**src/rtl/ccd_timing_regs.vh**
```
// Timing constants for the linear CCD clock generator
`ifndef CCD_TIMING_REGS_VH
`define CCD_TIMING_REGS_VH

// System clock period in ns
`define SYS_PERIOD_NS     4
// Least reset pulse high time in ns
`define RST_MIN_NS        40
`define RST_MIN_CYC       ((`RST_MIN_NS + `SYS_PERIOD_NS - 1) / `SYS_PERIOD_NS)
// Reset pulse lasts two master ticks, so each tick needs half of it
`define MIN_DIV           ((`RST_MIN_CYC + 1) / 2)
// Least transfer-gate high time in ns
`define XCK_MIN_NS        40
`define XCK_MIN_CYC       ((`XCK_MIN_NS + `SYS_PERIOD_NS - 1) / `SYS_PERIOD_NS)
// Least lead of transfer-gate before transport falls, in ns
`define XCK_LEAD_NS       30
`define XCK_LEAD_CYC      ((`XCK_LEAD_NS + `SYS_PERIOD_NS - 1) / `SYS_PERIOD_NS)

// Master tick divider used when the configured one is too small
`define DIV_RESET         8'h06
`define DIV_W             8

// Quadrature phase codes (two-bit Johnson sequence)
`define PH_A              2'b10
`define PH_B              2'b11
`define PH_C              2'b01
`define PH_D              2'b00

// Exposure counter width and least line length in transport periods
`define EXP_W             16
`define MIN_LINE          16'h0051
// Black-level clamp window, transport periods after transfer
`define CLAMP_FIRST       16'h0006
`define CLAMP_LAST        16'h0007
// Black-level sample window, transport periods after transfer
`define SAMPLE_FIRST      16'h004D
`define SAMPLE_LAST       16'h004E

// Pixel index layout, data periods after transfer
`define PIX_W             16
`define ISO_PIX           16'h0004
`define DARK_PRE_FIRST    16'h000C
`define DARK_PRE_LAST     16'h000F
`define DARK_POST_FIRST   16'h009A
`define DARK_POST_LAST    16'h009D

`endif

```
**src/rtl/exposure_down_counter.v**
```verilog
// Exposure down-counter of transport periods with reload and elapsed count
`timescale 1ns/1ns
module exposure_down_counter (
  input  wire        sys_clk,
  input  wire        arst_n,
  input  wire        clr,
  input  wire        step,
  input  wire [15:0] load_value,
  output wire [15:0] count,
  output wire [15:0] elapsed,
  output wire        terminal
);

  `include "ccd_timing_regs.vh"

  reg  [15:0] count_reg;
  reg  [15:0] count_next;
  reg  [15:0] elapsed_reg;
  reg  [15:0] elapsed_next;
  wire [15:0] load_eff;

  // Never shorter than a whole line readout
  assign load_eff = (load_value < `MIN_LINE) ? `MIN_LINE : load_value;
  assign terminal = (count_reg == 16'h0000);
  assign count    = count_reg;
  assign elapsed  = elapsed_reg;

  always @* begin
    count_next   = count_reg;
    elapsed_next = elapsed_reg;
    if (step) begin
      if (terminal) begin
        count_next   = load_eff - 16'h0001;
        elapsed_next = 16'h0000;
      end else begin
        count_next   = count_reg - 16'h0001;
        elapsed_next = elapsed_reg + 16'h0001;
      end
    end
  end

  always @(posedge sys_clk or negedge arst_n) begin
    if (!arst_n) begin
      count_reg   <= 16'h0000;
      elapsed_reg <= 16'hFFFF;
    end else if (clr) begin
      count_reg   <= 16'h0000;
      elapsed_reg <= 16'hFFFF;
    end else begin
      count_reg   <= count_next;
      elapsed_reg <= elapsed_next;
    end
  end

endmodule

```
**src/rtl/linear_ccd_clock_timing_gen.v**
```verilog
// Clock and switch timing generator for a linear CCD image sensor
//
// What this block does
// - Reset pulse stays high at least 40 ns in every data period.
// - Reset pulse rises on the same edge as each transport transition, never before.
// - One transport period spans exactly two data periods.
// - Master tick runs at four times the data rate; first divider steps on it.
// - First divider divides by four into quadrature complementary phases.
// - Reset clock is a registered copy of phase A, in phase with it.
// - Transport clock is phase divider output divided by two.
// - Transfer gate rises with transport, falls mid second half-period.
// - Transfer gate high time never below 40 ns.
// - White reference formed by gating transport first half with transfer gate.
// - Down-counter of transport periods sets exposure and gate repetition.
// - Transfer gate and white reference asserted at least 30 ns before transport falls.
// - Dark-reference pixels located four isolation pixels around the data stream.
// - Clamp switch open except during pre-data dark-reference pixels.
// - Clamp switch opens when pre-data dark interval ends, until next clamp.
// - Sample switch closes during post-data dark pixels, apart from clamp.
// - Reset clock pulses once in each transport half cycle.
// - Transfer gate high only while transport clock is high at its start.
// - White reference low while transfer gate and transport are both high.
// - Clamp pulse decoded from exposure counter, four pixels long.
`timescale 1ns/1ns
module linear_ccd_clock_timing_gen (
  input  wire        sys_clk,
  input  wire        arst_n,
  input  wire        run,
  input  wire [7:0]  master_div,
  input  wire [15:0] exposure_count,
  output reg         transport_clock,
  output reg         reset_clock_out,
  output reg         transfer_gate_clock,
  output reg         white_ref_clock,
  output reg         clamp_switch_ctl,
  output reg         sample_switch_ctl,
  output reg         dark_ref_pre,
  output reg         dark_ref_post,
  output reg         line_start,
  output reg         timing_active
);

  `include "ccd_timing_regs.vh"

  localparam ST_IDLE = 2'b00;
  localparam ST_RUN  = 2'b01;
  localparam ST_STOP = 2'b10;

  // Reset release synchroniser
  reg         rst_meta_reg;
  reg         rst_sync_n_reg;

  // Control state
  reg  [1:0]  state_reg;
  reg  [1:0]  state_next;
  reg         active;
  reg         live;

  // Master tick divider
  reg  [7:0]  div_cnt_reg;
  reg  [7:0]  div_cnt_next;
  reg  [7:0]  div_eff_reg;
  wire [7:0]  div_eff;
  wire        master_tick;

  // Quadrature phase divider
  reg  [1:0]  phase_reg;
  reg  [1:0]  phase_next;
  wire        phase_a;
  wire        phase_b;
  wire        phase_c;
  wire        phase_d;
  wire        data_start;
  wire        data_mid;

  // Transport divider and derived clocks
  reg         tck_reg;
  reg         tck_next;
  reg         xck_reg;
  reg         xck_next;
  reg         xck_low_half_reg;
  reg         xck_low_half_next;
  reg         rck_next;
  reg         wr_next;
  wire        tck_rise;

  // Pixel index since last transfer
  reg  [15:0] pix_reg;
  reg  [15:0] pix_next;
  reg         pix_valid_reg;

  // Exposure counter outputs
  wire [15:0] exp_count;
  wire [15:0] exp_elapsed;
  wire        exp_terminal;
  wire        exp_step;
  wire [15:0] elapsed_ahead;

  // Decodes
  reg         clamp_next;
  reg         sample_next;
  reg         pre_next;
  reg         post_next;
  reg         start_next;

  // Two-flop release of the asynchronous reset
  always @(posedge sys_clk or negedge arst_n) begin
    if (!arst_n) begin
      rst_meta_reg   <= 1'b0;
      rst_sync_n_reg <= 1'b0;
    end else begin
      rst_meta_reg   <= 1'b1;
      rst_sync_n_reg <= rst_meta_reg;
    end
  end

  // Divider ratio is sampled every cycle while idle, and while running only at a data period boundary
  assign div_eff = (master_div < `MIN_DIV) ? `DIV_RESET : master_div;

  always @* begin
    state_next = state_reg;
    case (state_reg)
      ST_IDLE: begin
        if (run) begin
          state_next = ST_RUN;
        end
      end
      ST_RUN: begin
        if (!run) begin
          state_next = ST_STOP;
        end
      end
      ST_STOP: begin
        // Finish the transport period so no clock is cut short
        if (master_tick && (phase_reg == `PH_D) && !tck_reg) begin
          state_next = ST_IDLE;
        end
      end
      default: begin
        state_next = ST_IDLE;
      end
    endcase
  end

  always @* begin
    active = (state_reg != ST_IDLE);
    // Low on the edge that ends a stop, so no clock starts a new half there
    live   = active && (state_next != ST_IDLE);
  end

  // Master tick, four per data period
  assign master_tick = active && (div_cnt_reg == 8'h00);

  always @* begin
    if (!active || master_tick) begin
      div_cnt_next = div_eff_reg - 8'h01;
    end else begin
      div_cnt_next = div_cnt_reg - 8'h01;
    end
  end

  // Johnson sequence gives A, B and their complements C, D
  always @* begin
    phase_next = phase_reg;
    if (master_tick) begin
      case (phase_reg)
        `PH_D:   phase_next = `PH_A;
        `PH_A:   phase_next = `PH_B;
        `PH_B:   phase_next = `PH_C;
        `PH_C:   phase_next = `PH_D;
        default: phase_next = `PH_D;
      endcase
    end
  end

  assign phase_a    = phase_reg[1];
  assign phase_b    = phase_reg[0];
  assign phase_c    = ~phase_reg[1];
  assign phase_d    = ~phase_reg[0];
  assign data_start = master_tick && (phase_reg == `PH_D);
  assign data_mid   = master_tick && (phase_reg == `PH_B);
  assign tck_rise   = data_start && !tck_reg;
  assign exp_step   = tck_rise;
  // Counter value after this edge, so the switches move with the pixel windows
  assign elapsed_ahead = !exp_step    ? exp_elapsed :
                         exp_terminal ? 16'h0000    :
                                        exp_elapsed + 16'h0001;

  exposure_down_counter u_exposure (
    .sys_clk    (sys_clk),
    .arst_n     (arst_n),
    .clr        (!rst_sync_n_reg || !active),
    .step       (exp_step),
    .load_value (exposure_count),
    .count      (exp_count),
    .elapsed    (exp_elapsed),
    .terminal   (exp_terminal)
  );

  always @* begin
    // Transport toggles once per data period, two per period
    tck_next = tck_reg;
    if (data_start) begin
      tck_next = ~tck_reg;
    end
    // Reset clock follows phase A on the same edge as transport
    rck_next = phase_a;
    if (master_tick) begin
      rck_next = phase_next[1];
    end
    // Transfer gate starts on a transport rise at terminal count
    xck_next          = xck_reg;
    xck_low_half_next = xck_low_half_reg;
    if (tck_rise && exp_terminal) begin
      xck_next          = 1'b1;
      xck_low_half_next = 1'b0;
    end else if (xck_reg && data_start && tck_reg) begin
      xck_low_half_next = 1'b1;
    end else if (xck_reg && xck_low_half_reg && data_mid) begin
      xck_next          = 1'b0;
      xck_low_half_next = 1'b0;
    end
    // White reference low only while transport first half and gate overlap
    wr_next = ~(tck_next & xck_next);
    // Idle levels also on the edge that completes a stop
    if (!live) begin
      tck_next          = 1'b0;
      rck_next          = 1'b0;
      xck_next          = 1'b0;
      xck_low_half_next = 1'b0;
      wr_next           = 1'b1;
    end
  end

  // Pixel index counts data periods from the transfer
  always @* begin
    pix_next = pix_reg;
    if (tck_rise && exp_terminal) begin
      pix_next = 16'h0000;
    end else if (data_start && pix_reg != 16'hFFFF) begin
      pix_next = pix_reg + 16'h0001;
    end
  end

  always @* begin
    // Dark pixels sit four isolation pixels before and after the data
    pre_next  = live && pix_valid_reg &&
                (pix_next >= `DARK_PRE_FIRST) && (pix_next <= `DARK_PRE_LAST);
    post_next = live && pix_valid_reg &&
                (pix_next >= `DARK_POST_FIRST) && (pix_next <= `DARK_POST_LAST);
    // Switch windows come from the exposure counter, two transport periods each
    clamp_next  = live && (elapsed_ahead >= `CLAMP_FIRST) &&
                  (elapsed_ahead <= `CLAMP_LAST);
    sample_next = live && (elapsed_ahead >= `SAMPLE_FIRST) &&
                  (elapsed_ahead <= `SAMPLE_LAST) && !clamp_next;
    // A line start marks only a transfer that really goes out
    start_next  = live && tck_rise && exp_terminal;
  end

  // Control and divider state, cleared synchronously by the released reset
  always @(posedge sys_clk or negedge arst_n) begin
    if (!arst_n) begin
      state_reg        <= ST_IDLE;
      div_cnt_reg      <= 8'h00;
      div_eff_reg      <= `DIV_RESET;
      phase_reg        <= `PH_D;
      tck_reg          <= 1'b0;
      xck_reg          <= 1'b0;
      xck_low_half_reg <= 1'b0;
      pix_reg          <= 16'hFFFF;
      pix_valid_reg    <= 1'b0;
    end else if (!rst_sync_n_reg) begin
      state_reg        <= ST_IDLE;
      div_cnt_reg      <= 8'h00;
      div_eff_reg      <= `DIV_RESET;
      phase_reg        <= `PH_D;
      tck_reg          <= 1'b0;
      xck_reg          <= 1'b0;
      xck_low_half_reg <= 1'b0;
      pix_reg          <= 16'hFFFF;
      pix_valid_reg    <= 1'b0;
    end else begin
      state_reg        <= state_next;
      div_cnt_reg      <= div_cnt_next;
      if (!active || data_start) begin
        div_eff_reg <= div_eff;
      end
      phase_reg        <= active ? phase_next : `PH_D;
      tck_reg          <= tck_next;
      xck_reg          <= xck_next;
      xck_low_half_reg <= xck_low_half_next;
      pix_reg          <= active ? pix_next : 16'hFFFF;
      if (!active) begin
        pix_valid_reg <= 1'b0;
      end else if (tck_rise && exp_terminal) begin
        pix_valid_reg <= 1'b1;
      end
    end
  end

  // Every output is a flip-flop, inactive from reset onward
  always @(posedge sys_clk or negedge arst_n) begin
    if (!arst_n) begin
      transport_clock     <= 1'b0;
      reset_clock_out     <= 1'b0;
      transfer_gate_clock <= 1'b0;
      white_ref_clock     <= 1'b1;
      clamp_switch_ctl    <= 1'b0;
      sample_switch_ctl   <= 1'b0;
      dark_ref_pre        <= 1'b0;
      dark_ref_post       <= 1'b0;
      line_start          <= 1'b0;
      timing_active       <= 1'b0;
    end else if (!rst_sync_n_reg) begin
      transport_clock     <= 1'b0;
      reset_clock_out     <= 1'b0;
      transfer_gate_clock <= 1'b0;
      white_ref_clock     <= 1'b1;
      clamp_switch_ctl    <= 1'b0;
      sample_switch_ctl   <= 1'b0;
      dark_ref_pre        <= 1'b0;
      dark_ref_post       <= 1'b0;
      line_start          <= 1'b0;
      timing_active       <= 1'b0;
    end else begin
      transport_clock     <= tck_next;
      reset_clock_out     <= rck_next;
      transfer_gate_clock <= xck_next;
      white_ref_clock     <= wr_next;
      clamp_switch_ctl    <= clamp_next;
      sample_switch_ctl   <= sample_next;
      dark_ref_pre        <= pre_next;
      dark_ref_post       <= post_next;
      line_start          <= start_next;
      timing_active       <= active;
    end
  end

endmodule

```
**config.mk**
```make
export PLATFORM = sky130hd
export DESIGN_NAME = linear_ccd_clock_timing_gen
export DESIGN_NICKNAME = d
export VERILOG_FILES = /design/src/rtl/exposure_down_counter.v /design/src/rtl/linear_ccd_clock_timing_gen.v
export VERILOG_INCLUDE_DIRS = /design/src /design/src/rtl
export SDC_FILE = /design/constraint.sdc
export NUM_CORES = 1
export LEC_CHECK = 0
export ABC_AREA = 0
export BUFFER_PORTS_ARGS = -buffer_cell sky130_fd_sc_hd__buf_2
export CAP_MARGIN = 15
export CORE_ASPECT_RATIO = 0.9
export CORE_MARGIN = 2
export CORE_UTILIZATION = 50
export DETAILED_ROUTE_END_ITERATION = 8
export GPL_TIMING_DRIVEN = 0
export MAX_ROUTING_LAYER = met4
export PLACE_DENSITY = 0.79
export SYNTH_ARGS = -nofsm -noshare
export SYNTH_HDL_FRONTEND = slang
export SYNTH_SLANG_ARGS = --single-unit
```
**constraint.sdc**
```tcl
create_clock -name sys_clk -period 7.6 [get_ports sys_clk]
set_input_delay 1.52 -clock sys_clk [delete_from_list [all_inputs] [get_ports sys_clk]]
set_output_delay 1.52 -clock sys_clk [all_outputs]
set_load 0.02 [all_outputs]
```
* Yosys cells after proc, flatten, opt, wreduce, memory -nomap -nowiden *
Cells that the tools add are included.

storage, ports and cells
  flip-flop bits (word level) = 82
  bits of input ports = 27
  output and inout bits = 10
  logic and storage cells = 140

cells by class
  $add $sub $neg = 6
  magnitude comparators = 10
  eq/ne operators = 10
  multiplexer cells = 52
  bitwise logic cells = 3
  reductions and logical operators = 37

operators with widths
  cell                                                                number
  two-way mux 16 bit                                                  11
  two-way mux 8 bit                                                   5
  adder 16 x 1 -> 16 bit, second input constant                       2
  subtractor 16 x 1 -> 16 bit, second input constant                  2
  two-way mux 1 bit                                                   27
  logical AND 1 bit                                                   23
  greater-or-equal comparator 16 x 3 -> 1 bit, second input constant  1
  greater-or-equal comparator 16 x 4 -> 1 bit, second input constant  1
  greater-or-equal comparator 16 x 7 -> 1 bit, second input constant  1
  greater-or-equal comparator 16 x 8 -> 1 bit, second input constant  1
  <= comparator 16 x 3 -> 1 bit, second input constant                1
  <= comparator 16 x 4 -> 1 bit, second input constant                1
  <= comparator 16 x 7 -> 1 bit, second input constant                1
  <= comparator 16 x 8 -> 1 bit, second input constant                1
  logical NOT 16 bit                                                  1
  less-than comparator 16 x 7 -> 1 bit, second input constant         1
  != test 16 bit, second input constant                               1
  subtractor 8 x 1 -> 8 bit, second input constant                    2
  two-way mux 2 bit                                                   7
  logical NOT 8 bit                                                   1
  less-than comparator 8 x 3 -> 1 bit, second input constant          1
  case mux 2 bit (4 select lines)                                     1
  == test 2 bit, second input constant                                3
  != test 3 x 2 -> 1 bit, second input constant                       2
  10 further kinds                                                    20

* Logic depth before layout (Yosys ltp) *
  depth after elaboration = 13
  depth in mapped cells = 13

* Cells and area by module *
Synthesis repeated with hierarchy kept, for this count alone.

second synthesis, totals
  cell total of the unflattened synthesis = 622
  area total of the unflattened synthesis = 5,462.7 um2

by module, submodules not included
  module                       times used  cells each  area an instance (um2)
  linear_ccd_clock_timing_gen  1           335         3,041.7
  exposure_down_counter        1           287         2,421.1

* Least setup slack after synthesis *
No wires, ideal clock.

  path kind = input to register
  start point = input exposure_count[8]
  end point = register u_exposure.count_reg[12] (netlist: u_exposure.count[12])
  setup time = 0.137 ns
  arrival = 3.979 ns
  slack = 3.484 ns
  stages on the path = 12
  path through = nor3_1 -> nand3_1 -> nor2_1 -> nor2_1 -> a21oi_1 -> ha_1 -> nand2b_1 -> nor2_1 -> o31ai_4 -> or4_1 -> mux2i_1 -> a31oi_1

on the way
  longest elaborated chain between the ends = 6

ends and longest elaborated chain
  item                                                   RTL line                          RTL
  start: declaration                                     linear_ccd_clock_timing_gen.v:30  input wire [15:0] exposure_count,
  less-than comparator 16 x 7 -> 1 bit (no source line)  --
  two-way mux 16 bit (*)                                 exposure_down_counter.v:23        assign load_eff = (load_value < `MIN_LINE) ? `MIN_LINE : load_value;
  subtractor 16 x 1 -> 16 bit (*)                        exposure_down_counter.v:33        count_next = load_eff - 16'h0001;
  two-way mux 16 bit (*)                                 exposure_down_counter.v:32        if (terminal) begin
  two-way mux 16 bit (*)                                 exposure_down_counter.v:31        if (step) begin
  two-way mux 16 bit (*)                                 exposure_down_counter.v:46        end else if (clr) begin
  end signal: assignment                                 exposure_down_counter.v:50        count_reg <= count_next;
  end: declaration                                       exposure_down_counter.v:16        reg [15:0] count_reg;

Every way passes the cells marked *; elsewhere a longest branch is shown, timed or not. The select of a mux whose other input is x is not followed.
A chain may end at the register's enable or synchronous reset.

* Final worst setup path *
  start point = register div_cnt_reg[0]
  end point = register clamp_switch_ctl

on the way
  longest elaborated chain between the ends = 11

ends and longest elaborated chain
  item                                                                                 RTL line                                                              RTL
  start: declaration                                                                   linear_ccd_clock_timing_gen.v:60                                      reg [7:0] div_cnt_reg;
  start signal: assignment                                                             linear_ccd_clock_timing_gen.v:284                                     div_cnt_reg <= div_cnt_next;
  logical NOT 8 bit (*)                                                                linear_ccd_clock_timing_gen.v:152                                     assign master_tick = active && (div_cnt_reg == 8'h00);
  logical AND 1 bit (*)                                                                linear_ccd_clock_timing_gen.v:152
  logical AND 1 bit (*)                                                                linear_ccd_clock_timing_gen.v:135, linear_ccd_clock_timing_gen.v:180
  logical AND 1 bit (*)                                                                linear_ccd_clock_timing_gen.v:135, linear_ccd_clock_timing_gen.v:182
  branches (longest 5 deep; another with greater-or-equal comparator 16 x 3 -> 1 bit)  --
  logical AND 1 bit (*)                                                                linear_ccd_clock_timing_gen.v:252                                     clamp_next = live && (elapsed_ahead >= `CLAMP_FIRST) &&
  two-way mux 1 bit (*)                                                                linear_ccd_clock_timing_gen.v:314                                     end else if (!rst_sync_n_reg) begin
  end signal: assignment                                                               linear_ccd_clock_timing_gen.v:330                                     clamp_switch_ctl <= clamp_next;
  end: declaration                                                                     linear_ccd_clock_timing_gen.v:35                                      output reg clamp_switch_ctl,

Mark *: on every way between the ends.

==> results.md <==
* Clk pwr share at 0.340
* Number of synthesized flops with an enable pin at 0
* DRT iter0 DRCs at approximately 260
* First-pass GRT wire length at around 20000 µm
* Vias/cell at around 6.1
* Die height at slightly below 100 µm
* Min-delay worst type: register to register
* WL final at ~12000 µm
* # setup viols final at 0
* Pre-antenna DRT Iters at 4
* I/O pin count at 37
* Remaining antenna violation count at 0
* Syn Nets at roughly 590
* Pins over their slew limit at 0
* P_int at 741 µW
* Routed len/inst at about 16 µm
* Setup TNS at 0 ps
* Fin. Hold Viols at 0
* Die width at ~110 µm
* Cts-stage hold buffer count at 0
* Later-pin clock latency in the skew report at between 300 and 400 ps
* CTS Buf Count at 9
* CP Launch Type: register
* Share of cells above drive strength 1 at 0.181
* Initial antenna violation count at 0
* Setup repair bufs after CTS at 0
* Switching share of power at 0.313
* Clock skew at ~17 ps
* Starting density of the core at 0.515
* Die area at between 10000 and 15000 µm²
* CTS Sinks at between 80 and 90
* Top FF cell, synth: dfrtp_1
* GRT Overall Usage at 0.246
* Tcrit/Tclk final at 0.595
* Antenna Cells at 0
* Synth unique cells at 66
* Critical path data required time at 7860 ps
* Max Fclk at 221 MHz
* Reg clk slew, reported paths at about 90 ps
* Root buffer cell: clkbuf_8
* Min cycle time layout at around 4500 ps
* Fillcell total at between 800 and 900
* Slew @ Worst Pin at 709 ps
* Layout net count at 641
* Post_cts resized at 0
* Worst R2R Path Depth at 13
* Switching pwr at 338 µW
* CTS max path bufs at 2
* Yosys reg bits at 82
* Leak pwr at 2.42 nW
* CP Capture Type: register
* Worst hold stages at 0
* CP Max Fanout at 10
* Syn avg cell area at just under 9 µm²
* Power, Total at about 1.1 mW
* Pre-CTS WS at roughly 2800 ps
* Worst IR drop on VDD at around 150 µV
* Syn. warnings at 0
* Synth Cell Area at 4970 µm²
* Gpl congestion at about 0.94
* Core area at 9660 µm²
* DR DRC count at 0
* Via count at approximately 4500
* Vias in the first global route at ~4200
* Pwr dens at slightly below 200 nW/µm²
* Setup WS post-layout at just over 3000 ps
* H-Tree Level Count at 3
* Combinational Power Share at 0.219
* Status: completed
* Grt ovf at 0
* Data arrival, critical path at between 4000 and 5000 ps
* Relative slew slack at 0.523
* Sequential-to-total area share from yosys stat at 0.421
* I/O Buffers at 36
* Reg power frac at 0.441
* Setup CP Type: register to register
* RSZ-0062 raised after global routing: no
* Asr flop ratio synth at 1.00
* Hpwl dp at between 8000 and 9000 µm
* Area Overhead vs Synth at 12.0%
* Row count at 34
* Mapped Cells at 561
* Pin count of the biggest net entering global routing at 58
* Max_cap viols at 0
* CTS tree: yes
## synth_stat cells (2+ instances only)
master,number,area share
nand2_1,62,0.047
nor2_1,54,0.041
dfrtp_1,47,0.24
o21ai_0,46,0.046
dfstp_2,35,0.18
clkbuf_1,21,0.016
nand4_1,21,0.026
nor3_1,21,0.021
nand3_1,20,0.020
mux2i_1,19,0.038
a21oi_1,18,0.018
xor2_1,17,0.030
nor4_1,16,0.020
xnor2_1,15,0.026
and3_1,13,0.016
or3_1,13,0.016
inv_1,10,0.0075
a211oi_1,9,0.014
a31oi_1,7,0.0088
nand2b_1,6,0.0075
or4_1,6,0.0091
and2_1,5,0.0063
buf_2,5,0.0050
ha_1,5,0.013
or2_2,5,0.0063
a21o_1,4,0.0060
nor2b_1,4,0.0050
nor3b_1,3,0.0045
o21ai_1,3,0.0030
o31a_1,3,0.0053
or4_4,3,0.0068
a21boi_0,2,0.0030
a22oi_1,2,0.0030
and4_1,2,0.0035
mux2_2,2,0.0045
nand4b_1,2,0.0035
o21a_1,2,0.0030
o221ai_1,2,0.0035
o22ai_1,2,0.0025
o32a_1,2,0.0040
o32ai_1,2,0.0035
## metrics by stage
stage	hold slack (ps)	utilization	cell area, µm²	cells
after floorplan	331	-	4970	561
final	374	0.576	5570	740
after global placement	333	0.550	5310	723
after global routing	402	0.576	5570	740
after detailed placement	363	0.553	5340	724
after CTS	383	0.576	5570	740
## routing by layer
| layer | share of wire | up-vias | track usage |
|---|---|---|---|
| li1 | - | 2148 | - |
| met3 | 0.055 | 21 | 0.0456 |
| met5 | 0 | - | - |
| met4 | 0.016 | 0 | 0.0750 |
| met2 | 0.46 | 144 | 0.364 |
| met1 | 0.46 | 2176 | 0.343 |
## worst paths after layout
kind	slack, ps	startpoint	to
max	3080	div_cnt_reg[0]	clamp_switch_ctl
min	370	rst_meta_reg	rst_sync_n_reg
min reg2reg	370	rst_meta_reg	rst_sync_n_reg
max in group asynchronous	5900	arst_n	white_ref_clock
max reg2reg	3080	div_cnt_reg[0]	clamp_switch_ctl
min in group asynchronous	1060	arst_n	dark_ref_pre
## cell usage in the layout (no fill, tap or decap), types with 3 or more instances in the layout
master    instances
nor2_1           54
o31a_1            3
a21o_1            4
a31oi_1           7
nor2b_1           4
or4_1             6
or4_4             3
nor3_1           21
mux2i_1          19
o21ai_0          46
clkbuf_8         10
a211oi_1          9
dfstp_2          35
nand4_1          21
and3_1           13
nand2b_1          6
buf_2            40
a21oi_1          18
ha_1              5
xor2_1           17
nor4_1           16
clkbuf_1         22
and2_1            5
or3_1            13
inv_1            10
nand2_1          62
o21ai_1           3
nor3b_1           3
nand3_1          20
dfrtp_1          47
or2_2             5
xnor2_1          15
## layout make-up
| type | instances | area (µm²) | share of cell area |
|---|---|---|---|
| plain buffers | 28 | 119 | 0.0214 |
| clock buffers | 11 | 141 | 0.0254 |
| clock inverters | 5 | 85.1 | 0.0153 |
| inverters | 10 | 37.5 | 0.00674 |
| multi-input cells | 441 | 2720 | 0.489 |
| flip-flops and latches | 82 | 2100 | 0.376 |
| well taps | 126 | 158 | 0.0283 |
| repair buffers | 37 | 210 | 0.0378 |
## cells by family after synthesis
| group | count (synthesis) | share of synthesized area |
|---|---|---|
| adder cells (fa/ha/maj) | 5 | 0.0126 |
| buffers and inverters | 38 | 0.0315 |
| AO/OA/AOI/OAI | 119 | 0.158 |
| other | 1 | 0.000754 |
| XOR/XNOR | 32 | 0.0564 |
| flip-flops | 82 | 0.421 |
| multiplexers | 21 | 0.0428 |
| AND/OR/NAND/NOR | 263 | 0.277 |
## critical path, stage by stage (launching register included)
cell	delay (ps)
dfrtp_1	380
or4_4	540
or3_1	330
buf_6	150
nor2_1	380
ha_1	230
buf_2	200
nand4_1	270
nor4_1	620
nand4_1	270
nor2_1	160
o221ai_1	180
or3b_1	390
a211oi_1	300
## power by group through the flow
stage                     combinational [mW]  sequential, mW  clock [mW]
after floorplan                        0.167           0.478           0
after global placement                 0.224           0.481           0
after detailed placement               0.233           0.483           0
after CTS                              0.235           0.475       0.373
after global routing                   0.262           0.478       0.388
final                                  0.237           0.475       0.367
Power figures use the tool's default switching activity.
